$ cat src/dma_chan_map.vh
// Register map, field positions and reset values of one DMA channel setup block
//
// Summary of operation
// - Source start address is a 32-bit read/write register, zero after power-on reset.
// - Destination start address is a 32-bit read/write register, zero after reset.
// - Source size field occupies bits 15..0, read/write, resets to zero.
// - Source size bits 31..16 are unimplemented and always read zero.
// - A nonzero source size N means a source buffer of exactly N bytes.
// - A source size of zero means a source buffer of 65,536 bytes.
// - Block completes after the larger of source and destination sizes is moved.
// - Source done flag at pointer equal size, half flag at half size.
// - Destination size uses the same encoding, zero meaning 65,536 bytes.
`ifndef DMA_CHAN_MAP_VH
`define DMA_CHAN_MAP_VH

// ============================================================
// Register byte offsets
`define OFS_CTRL 8'h00
`define OFS_SRC_START 8'h04
`define OFS_DST_START 8'h08
`define OFS_SRC_SIZE 8'h0C
`define OFS_DST_SIZE 8'h10
`define OFS_SRC_PTR 8'h14
`define OFS_DST_PTR 8'h18
`define OFS_INT_STAT 8'h1C
`define OFS_INT_MASK 8'h20

// ============================================================
// Control register fields
`define CTRL_EN_BIT 0
`define CTRL_ABORT_BIT 1
`define CTRL_BUSY_BIT 2

// ============================================================
// Interrupt status and mask fields
`define INT_BLOCK_BIT 0
`define INT_SRC_DONE_BIT 1
`define INT_SRC_HALF_BIT 2
`define INT_DST_DONE_BIT 3
`define INT_DST_HALF_BIT 4
`define INT_ABORT_BIT 5
`define INT_WIDTH 6

// ============================================================
// Reset values and size encoding
`define RST_ADDR 32'h0000_0000
`define RST_SIZE 16'h0000
`define RST_MASK 6'h00
`define SIZE_FIELD_W 16
`define SIZE_MAX_BYTES 17'h1_0000

`endif

$ cat src/dma_channel_setup.v
// One DMA channel: setup registers, progress pointers, block completion and interrupt
`include "dma_chan_map.vh"
`default_nettype none

module dma_channel_setup #(
	parameter AW = 8
) (
	input wire clk,
	input wire rstn,
	// Register port
	input wire [AW-1:0] addr,
	input wire [31:0] wdata,
	input wire wr,
	input wire rd,
	output reg [31:0] rdata_r,
	// Byte mover handshake
	output reg xfer_req_r,
	output reg [31:0] src_addr_r,
	output reg [31:0] dst_addr_r,
	input wire xfer_ack,
	// Interrupt
	output reg irq_r
);

	// ============================================================
	// Address decode

	// Compare a bus address against one register offset
	function hit;
		input [AW-1:0] a;
		input [7:0] ofs;
		begin
			hit = (a == ofs[AW-1:0]);
		end
	endfunction

	wire wr_ctrl;
	wire wr_src_start;
	wire wr_dst_start;
	wire wr_src_size;
	wire wr_dst_size;
	wire wr_mask;
	wire rd_stat;

	assign wr_ctrl = wr && hit(addr, `OFS_CTRL);
	assign wr_src_start = wr && hit(addr, `OFS_SRC_START);
	assign wr_dst_start = wr && hit(addr, `OFS_DST_START);
	assign wr_src_size = wr && hit(addr, `OFS_SRC_SIZE);
	assign wr_dst_size = wr && hit(addr, `OFS_DST_SIZE);
	assign wr_mask = wr && hit(addr, `OFS_INT_MASK);
	assign rd_stat = rd && hit(addr, `OFS_INT_STAT);

	// ============================================================
	// Setup registers

	reg [31:0] src_start_addr_field_r;
	reg [31:0] dst_start_addr_field_r;
	reg [15:0] src_size_field_r;
	reg [15:0] dst_size_field_r;
	reg [`INT_WIDTH-1:0] int_mask_r;

	// Only software writes land here; the engine never touches them
	always @(posedge clk or negedge rstn) begin
		if (!rstn) begin
			src_start_addr_field_r <= `RST_ADDR;
			dst_start_addr_field_r <= `RST_ADDR;
			src_size_field_r <= `RST_SIZE;
			dst_size_field_r <= `RST_SIZE;
			int_mask_r <= `RST_MASK;
		end else begin
			if (wr_src_start) begin
				src_start_addr_field_r <= wdata;
			end
			if (wr_dst_start) begin
				dst_start_addr_field_r <= wdata;
			end
			if (wr_src_size) begin
				src_size_field_r <= wdata[15:0];
			end
			if (wr_dst_size) begin
				dst_size_field_r <= wdata[15:0];
			end
			if (wr_mask) begin
				int_mask_r <= wdata[`INT_WIDTH-1:0];
			end
		end
	end

	// ============================================================
	// Channel state

	localparam ST_IDLE = 2'b01;
	localparam ST_RUN = 2'b10;

	reg [1:0] state_r;
	reg [1:0] state_nxt;
	reg [16:0] moved_r;
	reg [16:0] moved_nxt;
	reg ptr_clear;
	reg block_evt;
	reg abort_evt;

	wire en_set;
	wire abort_req;
	wire step;
	wire [15:0] src_pointer;
	wire [15:0] dst_pointer;
	wire [16:0] src_bytes;
	wire [16:0] dst_bytes;
	wire [16:0] block_bytes;
	wire [16:0] moved_inc;
	wire src_done_flag;
	wire src_half_empty_flag;
	wire dst_done_evt;
	wire dst_half_evt;

	assign en_set = wr_ctrl && wdata[`CTRL_EN_BIT];
	assign abort_req = wr_ctrl && (wdata[`CTRL_ABORT_BIT] || !wdata[`CTRL_EN_BIT]);
	// A byte counts only while running and offered
	assign step = (state_r == ST_RUN) && xfer_req_r && xfer_ack;
	// Block length is the larger of the two decoded sizes
	assign block_bytes = (src_bytes > dst_bytes) ? src_bytes : dst_bytes;
	assign moved_inc = moved_r + 17'h0_0001;

	// Next state: start, count bytes, finish the block or stop on abort
	always @* begin
		state_nxt = state_r;
		moved_nxt = moved_r;
		ptr_clear = 1'b0;
		block_evt = 1'b0;
		abort_evt = 1'b0;
		case (state_r)
			ST_IDLE: begin
				if (en_set && !wdata[`CTRL_ABORT_BIT]) begin
					state_nxt = ST_RUN;
					moved_nxt = 17'h0_0000;
					ptr_clear = 1'b1;
				end
			end
			ST_RUN: begin
				if (abort_req) begin
					state_nxt = ST_IDLE;
					ptr_clear = 1'b1;
					abort_evt = 1'b1;
				end else if (step) begin
					if (moved_inc == block_bytes) begin
						state_nxt = ST_IDLE;
						moved_nxt = 17'h0_0000;
						ptr_clear = 1'b1;
						block_evt = 1'b1;
					end else begin
						moved_nxt = moved_inc;
					end
				end
			end
			default: begin
				state_nxt = ST_IDLE;
				moved_nxt = 17'h0_0000;
				ptr_clear = 1'b1;
			end
		endcase
	end

	// State and byte count registers
	always @(posedge clk or negedge rstn) begin
		if (!rstn) begin
			state_r <= ST_IDLE;
			moved_r <= 17'h0_0000;
		end else begin
			state_r <= state_nxt;
			moved_r <= moved_nxt;
		end
	end

	// ============================================================
	// Source and destination pointers

	// Pointers run from zero and offset the start addresses, never rewrite them
	byte_pointer #(
		.W(16)
	) u_src_ptr (
		.clk(clk),
		.rstn(rstn),
		.clear(ptr_clear),
		.step(step),
		.size_field(src_size_field_r),
		.ptr_r(src_pointer),
		.done_r(src_done_flag),
		.half_r(src_half_empty_flag),
		.size_bytes(src_bytes)
	);

	byte_pointer #(
		.W(16)
	) u_dst_ptr (
		.clk(clk),
		.rstn(rstn),
		.clear(ptr_clear),
		.step(step),
		.size_field(dst_size_field_r),
		.ptr_r(dst_pointer),
		.done_r(dst_done_evt),
		.half_r(dst_half_evt),
		.size_bytes(dst_bytes)
	);

	// ============================================================
	// Byte mover handshake

	// Request drops for a cycle after each byte so the addresses settle
	// before the next one is offered; half the peak rate, but no stale address.
	always @(posedge clk or negedge rstn) begin
		if (!rstn) begin
			xfer_req_r <= 1'b0;
			src_addr_r <= `RST_ADDR;
			dst_addr_r <= `RST_ADDR;
		end else begin
			xfer_req_r <= (state_nxt == ST_RUN) && !step && !ptr_clear;
			src_addr_r <= src_start_addr_field_r + {16'h0000, src_pointer};
			dst_addr_r <= dst_start_addr_field_r + {16'h0000, dst_pointer};
		end
	end

	// ============================================================
	// Interrupt

	wire [`INT_WIDTH-1:0] int_events;
	wire [`INT_WIDTH-1:0] int_status;
	wire irq_level;

	assign int_events = {abort_evt, dst_half_evt, dst_done_evt,
		src_half_empty_flag, src_done_flag, block_evt};

	irq_status #(
		.N(`INT_WIDTH)
	) u_irq (
		.clk(clk),
		.rstn(rstn),
		.events(int_events),
		.rd_clear(rd_stat),
		.mask(int_mask_r),
		.status_r(int_status),
		.irq_r(irq_level)
	);

	// Top output kept as its own flop; follows the status one cycle later
	always @(posedge clk or negedge rstn) begin
		if (!rstn) begin
			irq_r <= 1'b0;
		end else begin
			irq_r <= irq_level;
		end
	end

	// ============================================================
	// Read path

	reg [31:0] rdata_nxt;

	// Unmapped offsets and unimplemented bits read zero
	always @* begin
		rdata_nxt = 32'h0000_0000;
		if (hit(addr, `OFS_CTRL)) begin
			rdata_nxt[`CTRL_EN_BIT] = (state_r == ST_RUN);
			rdata_nxt[`CTRL_BUSY_BIT] = (state_r == ST_RUN);
		end else if (hit(addr, `OFS_SRC_START)) begin
			rdata_nxt = src_start_addr_field_r;
		end else if (hit(addr, `OFS_DST_START)) begin
			rdata_nxt = dst_start_addr_field_r;
		end else if (hit(addr, `OFS_SRC_SIZE)) begin
			rdata_nxt = {16'h0000, src_size_field_r};
		end else if (hit(addr, `OFS_DST_SIZE)) begin
			rdata_nxt = {16'h0000, dst_size_field_r};
		end else if (hit(addr, `OFS_SRC_PTR)) begin
			rdata_nxt = {16'h0000, src_pointer};
		end else if (hit(addr, `OFS_DST_PTR)) begin
			rdata_nxt = {16'h0000, dst_pointer};
		end else if (hit(addr, `OFS_INT_STAT)) begin
			rdata_nxt = {26'h000_0000, int_status};
		end else if (hit(addr, `OFS_INT_MASK)) begin
			rdata_nxt = {26'h000_0000, int_mask_r};
		end
	end

	// Data stand only in the cycle after the read strobe
	always @(posedge clk or negedge rstn) begin
		if (!rstn) begin
			rdata_r <= 32'h0000_0000;
		end else if (rd) begin
			rdata_r <= rdata_nxt;
		end else begin
			rdata_r <= 32'h0000_0000;
		end
	end

endmodule // dma_channel_setup

`default_nettype wire

$ cat src/byte_pointer.v
// Byte pointer of one side of a channel, with done and half-way events
`default_nettype none

module byte_pointer #(
	parameter W = 16
) (
	input wire clk,
	input wire rstn,
	input wire clear,
	input wire step,
	input wire [W-1:0] size_field,
	output reg [W-1:0] ptr_r,
	output reg done_r,
	output reg half_r,
	output wire [W:0] size_bytes
);

	// Zero in the size field stands for the largest buffer
	function [W:0] decode_size;
		input [W-1:0] f;
		begin
			if (f == {W{1'b0}}) begin
				decode_size = {1'b1, {W{1'b0}}};
			end else begin
				decode_size = {1'b0, f};
			end
		end
	endfunction

	wire [W:0] ptr_inc;

	assign size_bytes = decode_size(size_field);
	assign ptr_inc = {1'b0, ptr_r} + {{W{1'b0}}, 1'b1};

	// Pointer advances per byte and wraps at the buffer end; events are one-cycle pulses
	always @(posedge clk or negedge rstn) begin
		if (!rstn) begin
			ptr_r <= {W{1'b0}};
			done_r <= 1'b0;
			half_r <= 1'b0;
		end else begin
			done_r <= 1'b0;
			half_r <= 1'b0;
			if (clear) begin
				ptr_r <= {W{1'b0}};
			end else if (step && (ptr_inc == size_bytes)) begin
				ptr_r <= {W{1'b0}};
			end else if (step) begin
				ptr_r <= ptr_inc[W-1:0];
			end
			// Events follow the step alone: the block's last byte also clears the
			// pointer, and its done mark must not be lost to that clear
			if (step && (ptr_inc == size_bytes)) begin
				done_r <= 1'b1;
			end
			// Half mark; a one-byte buffer has none
			if (step && (ptr_inc == (size_bytes >> 1))) begin
				half_r <= 1'b1;
			end
		end
	end

endmodule // byte_pointer

`default_nettype wire

$ cat src/irq_status.v
// Sticky interrupt status with read-clear, mask and one level output
`default_nettype none

module irq_status #(
	parameter N = 6
) (
	input wire clk,
	input wire rstn,
	input wire [N-1:0] events,
	input wire rd_clear,
	input wire [N-1:0] mask,
	output reg [N-1:0] status_r,
	output reg irq_r
);

	wire [N-1:0] status_nxt;

	// A new event in the clearing cycle survives the clear
	assign status_nxt = (rd_clear ? {N{1'b0}} : status_r) | events;

	// Status bits and interrupt level follow each other in the same cycle
	always @(posedge clk or negedge rstn) begin
		if (!rstn) begin
			status_r <= {N{1'b0}};
			irq_r <= 1'b0;
		end else begin
			status_r <= status_nxt;
			irq_r <= |(status_nxt & mask);
		end
	end

endmodule // irq_status

`default_nettype wire

$ cat config.mk
export PLATFORM = sky130hd
export DESIGN_NAME = dma_channel_setup
export DESIGN_NICKNAME = d
export VERILOG_FILES = /design/src/dma_channel_setup.v /design/src/byte_pointer.v /design/src/irq_status.v
export VERILOG_INCLUDE_DIRS = /design/src
export SDC_FILE = /design/constraint.sdc
export NUM_CORES = 1
export LEC_CHECK = 0
export BUFFER_PORTS_ARGS = -buffer_cell sky130_fd_sc_hd__buf_2
export CAP_MARGIN = 20
export CORE_ASPECT_RATIO = 1.2
export CORE_MARGIN = 3
export CORE_UTILIZATION = 25
export DETAILED_ROUTE_END_ITERATION = 7
export GPL_ROUTABILITY_DRIVEN = 0
export RECOVER_POWER = 50
export SLEW_MARGIN = 20
export SYNTH_ARGS = -nofsm -noshare
export SYNTH_HDL_FRONTEND = slang
export SYNTH_HIERARCHICAL = 1
export SYNTH_SLANG_ARGS = --single-unit
$ cat constraint.sdc
create_clock -name clk -period 13.1 [get_ports clk]
set_input_delay 2.62 -clock clk [delete_from_list [all_inputs] [get_ports clk]]
set_output_delay 2.62 -clock clk [all_outputs]
set_load 0.005 [all_outputs]
==> metrics <==
outcome complete, but fails checks; failing checks capacitance limit, slew limit; post-detail-place hpwl 37.4 mm; core footprint 62,200 µm²; prevailing post-synth register cell dfrtp_1; cell area after synthesis 15,800 µm²; syn avg cell area 9.92 µm²; Sw Share 27.6%; setup TNS 0 ns; CTS root buf clkbuf_16; Pins Over Slew Limit 136; most frequent CP cell clkbuf_1; unrepaired setup endpoints after global routing false; Net Sw Power 0.561 mW; Peak VDD IR 0.0969 mV; I/O Pins 143; GRT Resource Usage Total 14.8%; maxcap violations 2; Starting Density 25.3%; Synth Area in Simple Gates 15.7%; Worst path slowest cell clkbuf_1; unique cell type count in the Yosys netlist 78; DIE AREA 66,100 µm²; die extent in x between 200 and 250 µm; post-synthesis compound-gate area fraction approximately an eighth; CP Max Fanout 70; htree depth 1; Setup Viol. Count Final 0; critical-path cell list clkbuf_1 -> clkbuf_1; Setup crit end kind asynchronous set/reset pin; Flop pwr share a little over two fifths; Remaining Overflow, GRT 0; Worst path top cell family by delay buffers and inverters; wire per inst 20.2 µm; Fin Clk Skew 0.0113 ns; Power Dens Cells 112 nW/µm²; routed vias 12,857; largest net degree at the start of global routing 133; Post CTS Setup Buffer Count 0; synth warn 6; count of flip-flops with a built-in enable after synthesis 0; vias in the first global route 12,347; Clk network pwr share 42.4%; Hold Buf Count CTS 0; min cycle time layout 8.00 ns; synthesis-to-finish area growth 14.6%; # port buffers 142; Final WS setup 5.10 ns; worst slew pin tran 3.73 ns; DIE HEIGHT 281 µm; clk buf depth 3; Post-Syn Nets 1,690; row cnt 100; fin nets between 1,500 and 2,000; ANT nets after route 0; Sink Count around 260; Worst EP required ~13 ns; relative slew slack -149%; Worst-Skew Late Latency 0.57 ns; placed cells 2,440; Pint 1.47 mW; largest family of logic cells by synthesized area simple AND/OR/NAND/NOR gates; register area share after synthesis 41.6%; antenna violations before repair 6; CTS resizes 0; synthesized flop and latch total 262; Synth Instances 1,589; Worst EP arrival between 7 and 8 ns; layout cells sized above 1 17.1%; final cell count without fillers 2,499; Post-route DRC 0; WL final roughly 50 mm; Worst Setup Path Type in2async; crit path buf inv count 2; Leak 8.08 nW; Num CTS Buffers 30; Post-Synth Adder-Cell Area 4.54%; Min-Delay Path Class reg2reg; fillcell total 6,418; Final Cycle Share 61.1%; nature of the critical path startpoint input port; FFs w/ async S/R, synth 100%; pre-CTS setup slack 7.17 ns; DRT iter0 DRCs approximately 1,300; Comb pwr share 14.4%; Vias/cell 5.14; multiplexer share of the synthesized area 9.48%; Worst-path clk slew around 0.06 ns; fraction of synthesized cell area in xor and xnor cells about 12%; fmax 125 MHz; first-pass GRT wire length just under 80 mm; CTS tree built; Fin. Hold Viols 0; Max stage delay on crit path ~2.6 ns; TritonRoute pass-1 iters 8
==> cells by family after synthesis <==
| family | after synthesis |
|---|---|
| compound gates | 279 |
| flops | 262 |
| simple gates | 474 |
| buf+inv | 188 |
| xor+xnor | 195 |
| fa+ha+maj | 56 |
| mux | 135 |
==> per-stage QoR <==
step / cell area, µm² / hold slack [ns] / total power, mW / util (%)
final: 18100 / 0.356 / 2.03 / 29.0
after global routing: 18100 / 0.376 / 2.12 / 29.0
after CTS: 18100 / 0.365 / 2.05 / 29.1
after detailed placement: 17100 / 0.348 / 1.18 / 27.5
after global placement: 17100 / 0.344 / 1.17 / 27.5
after floorplan: 15800 / 0.331 / 1.09 / -
==> cell type report <==
class                      instances  area, µm²  share of cell area [%]
clock inverter                    12        130                   0.721
timing repair buffer             151        719                    3.98
tap                              816       1020                    5.65
multi-input combinational       1139       8450                    46.8
sequential                       262       6560                    36.3
inverter                          73        274                    1.52
antenna                            2       5.00                  0.0277
clock buffer                      44        895                    4.95
==> per-layer routing <==
metal	vias up	GRT usage [%]	wire length (µm)
met4	10	5.06	1840
met1	6365	19.2	21100
met3	110	2.68	3820
met5	-	0	71
met2	572	24.8	23700
li1	5800	-	-
==> path summary, 6_finish.rpt <==
kind | cells after the start | start | end | slack, ns
min in group asynchronous | 1 | rstn | dst_addr_r[19]$_DFF_PN0_ | 3.34
worst max register to register | 17 | dst_size_field_r[3]$_DFFE_PN0P_ | u_dst_ptr/ptr_r[1]$_DFFE_PN0P_ | 7.26
worst max-delay path | 2 | rstn | src_addr_r[3]$_DFF_PN0_ | 5.10
worst min-delay path | 0 | u_irq/irq_r$_DFF_PN0_ | irq_r$_DFF_PN0_ | 0.36
max in group clk | 17 | dst_size_field_r[3]$_DFFE_PN0P_ | u_dst_ptr/ptr_r[1]$_DFFE_PN0P_ | 7.26
worst min register to register | 0 | u_irq/irq_r$_DFF_PN0_ | irq_r$_DFF_PN0_ | 0.36
==> registers in the layout, indices dropped and copies added (netlist names) <==
name	flops
u_irq/irq_r	1
rdata_r	32
u_src_ptr/done_r	1
src_start_addr_field_r	32
u_src_ptr/ptr_r	16
src_size_field_r	16
state_r	2
irq_r	1
src_addr_r	32
dst_size_field_r	16
int_mask_r	6
u_dst_ptr/done_r	1
dst_start_addr_field_r	32
dst_addr_r	32
u_irq/status_r	6
u_dst_ptr/ptr_r	16
moved_r	17
u_src_ptr/half_r	1
u_dst_ptr/half_r	1
xfer_req_r	1
==> synthesized netlist by cell type (all sizes together), types with 11 or more instances <==
cell type | n | share of area, %
a211oi | 16 | 0.76
a22oi | 35 | 1.7
a21oi | 70 | 2.2
buf | 37 | 1.3
inv | 72 | 1.7
or4 | 11 | 0.62
mux2 | 114 | 8.1
nand2 | 99 | 2.4
mux2i | 21 | 1.3
xnor2 | 124 | 6.9
clkbuf | 78 | 1.9
nand4 | 40 | 1.9
nand3 | 57 | 1.8
dfrtp | 261 | 41
nand3b | 11 | 0.52
and3 | 17 | 0.67
nor2 | 125 | 3.0
a31oi | 25 | 0.99
xor2 | 63 | 3.5
ha | 54 | 4.3
a21o | 15 | 0.75
nor4 | 26 | 1.2
nor3 | 31 | 1.1
o21ai | 47 | 1.5
==> placed cells by master (no fill, tap or decap), drive strengths merged, types with 9 or more instances in the layout <==
cell	netlist	layout
or4	11	11
mux2i	21	21
nand4	40	40
a222oi	10	10
o21ai	47	47
xnor2	124	124
inv	72	73
xor2	63	63
nand2	99	99
buf	37	90
a31oi	25	25
nand3	57	57
nor3	31	31
clkbuf	78	105
mux2	114	114
dfrtp	261	261
a22oi	35	35
a21oi	70	70
a21o	15	15
and2	10	10
nor2	125	125
ha	54	54
nand3b	11	11
and3	17	17
nor2b	10	10
a211oi	16	16
nor3b	9	9
nor4	26	26
==> power groups by stage <==
stage	logic, mW	registers, mW	clock network [mW]
after floorplan	0.217	0.872	0
after global placement	0.283	0.890	0
after detailed placement	0.287	0.891	0
after CTS	0.289	0.876	0.883
after global routing	0.321	0.880	0.916
final	0.292	0.877	0.861
(Power assumes the default switching activity.)
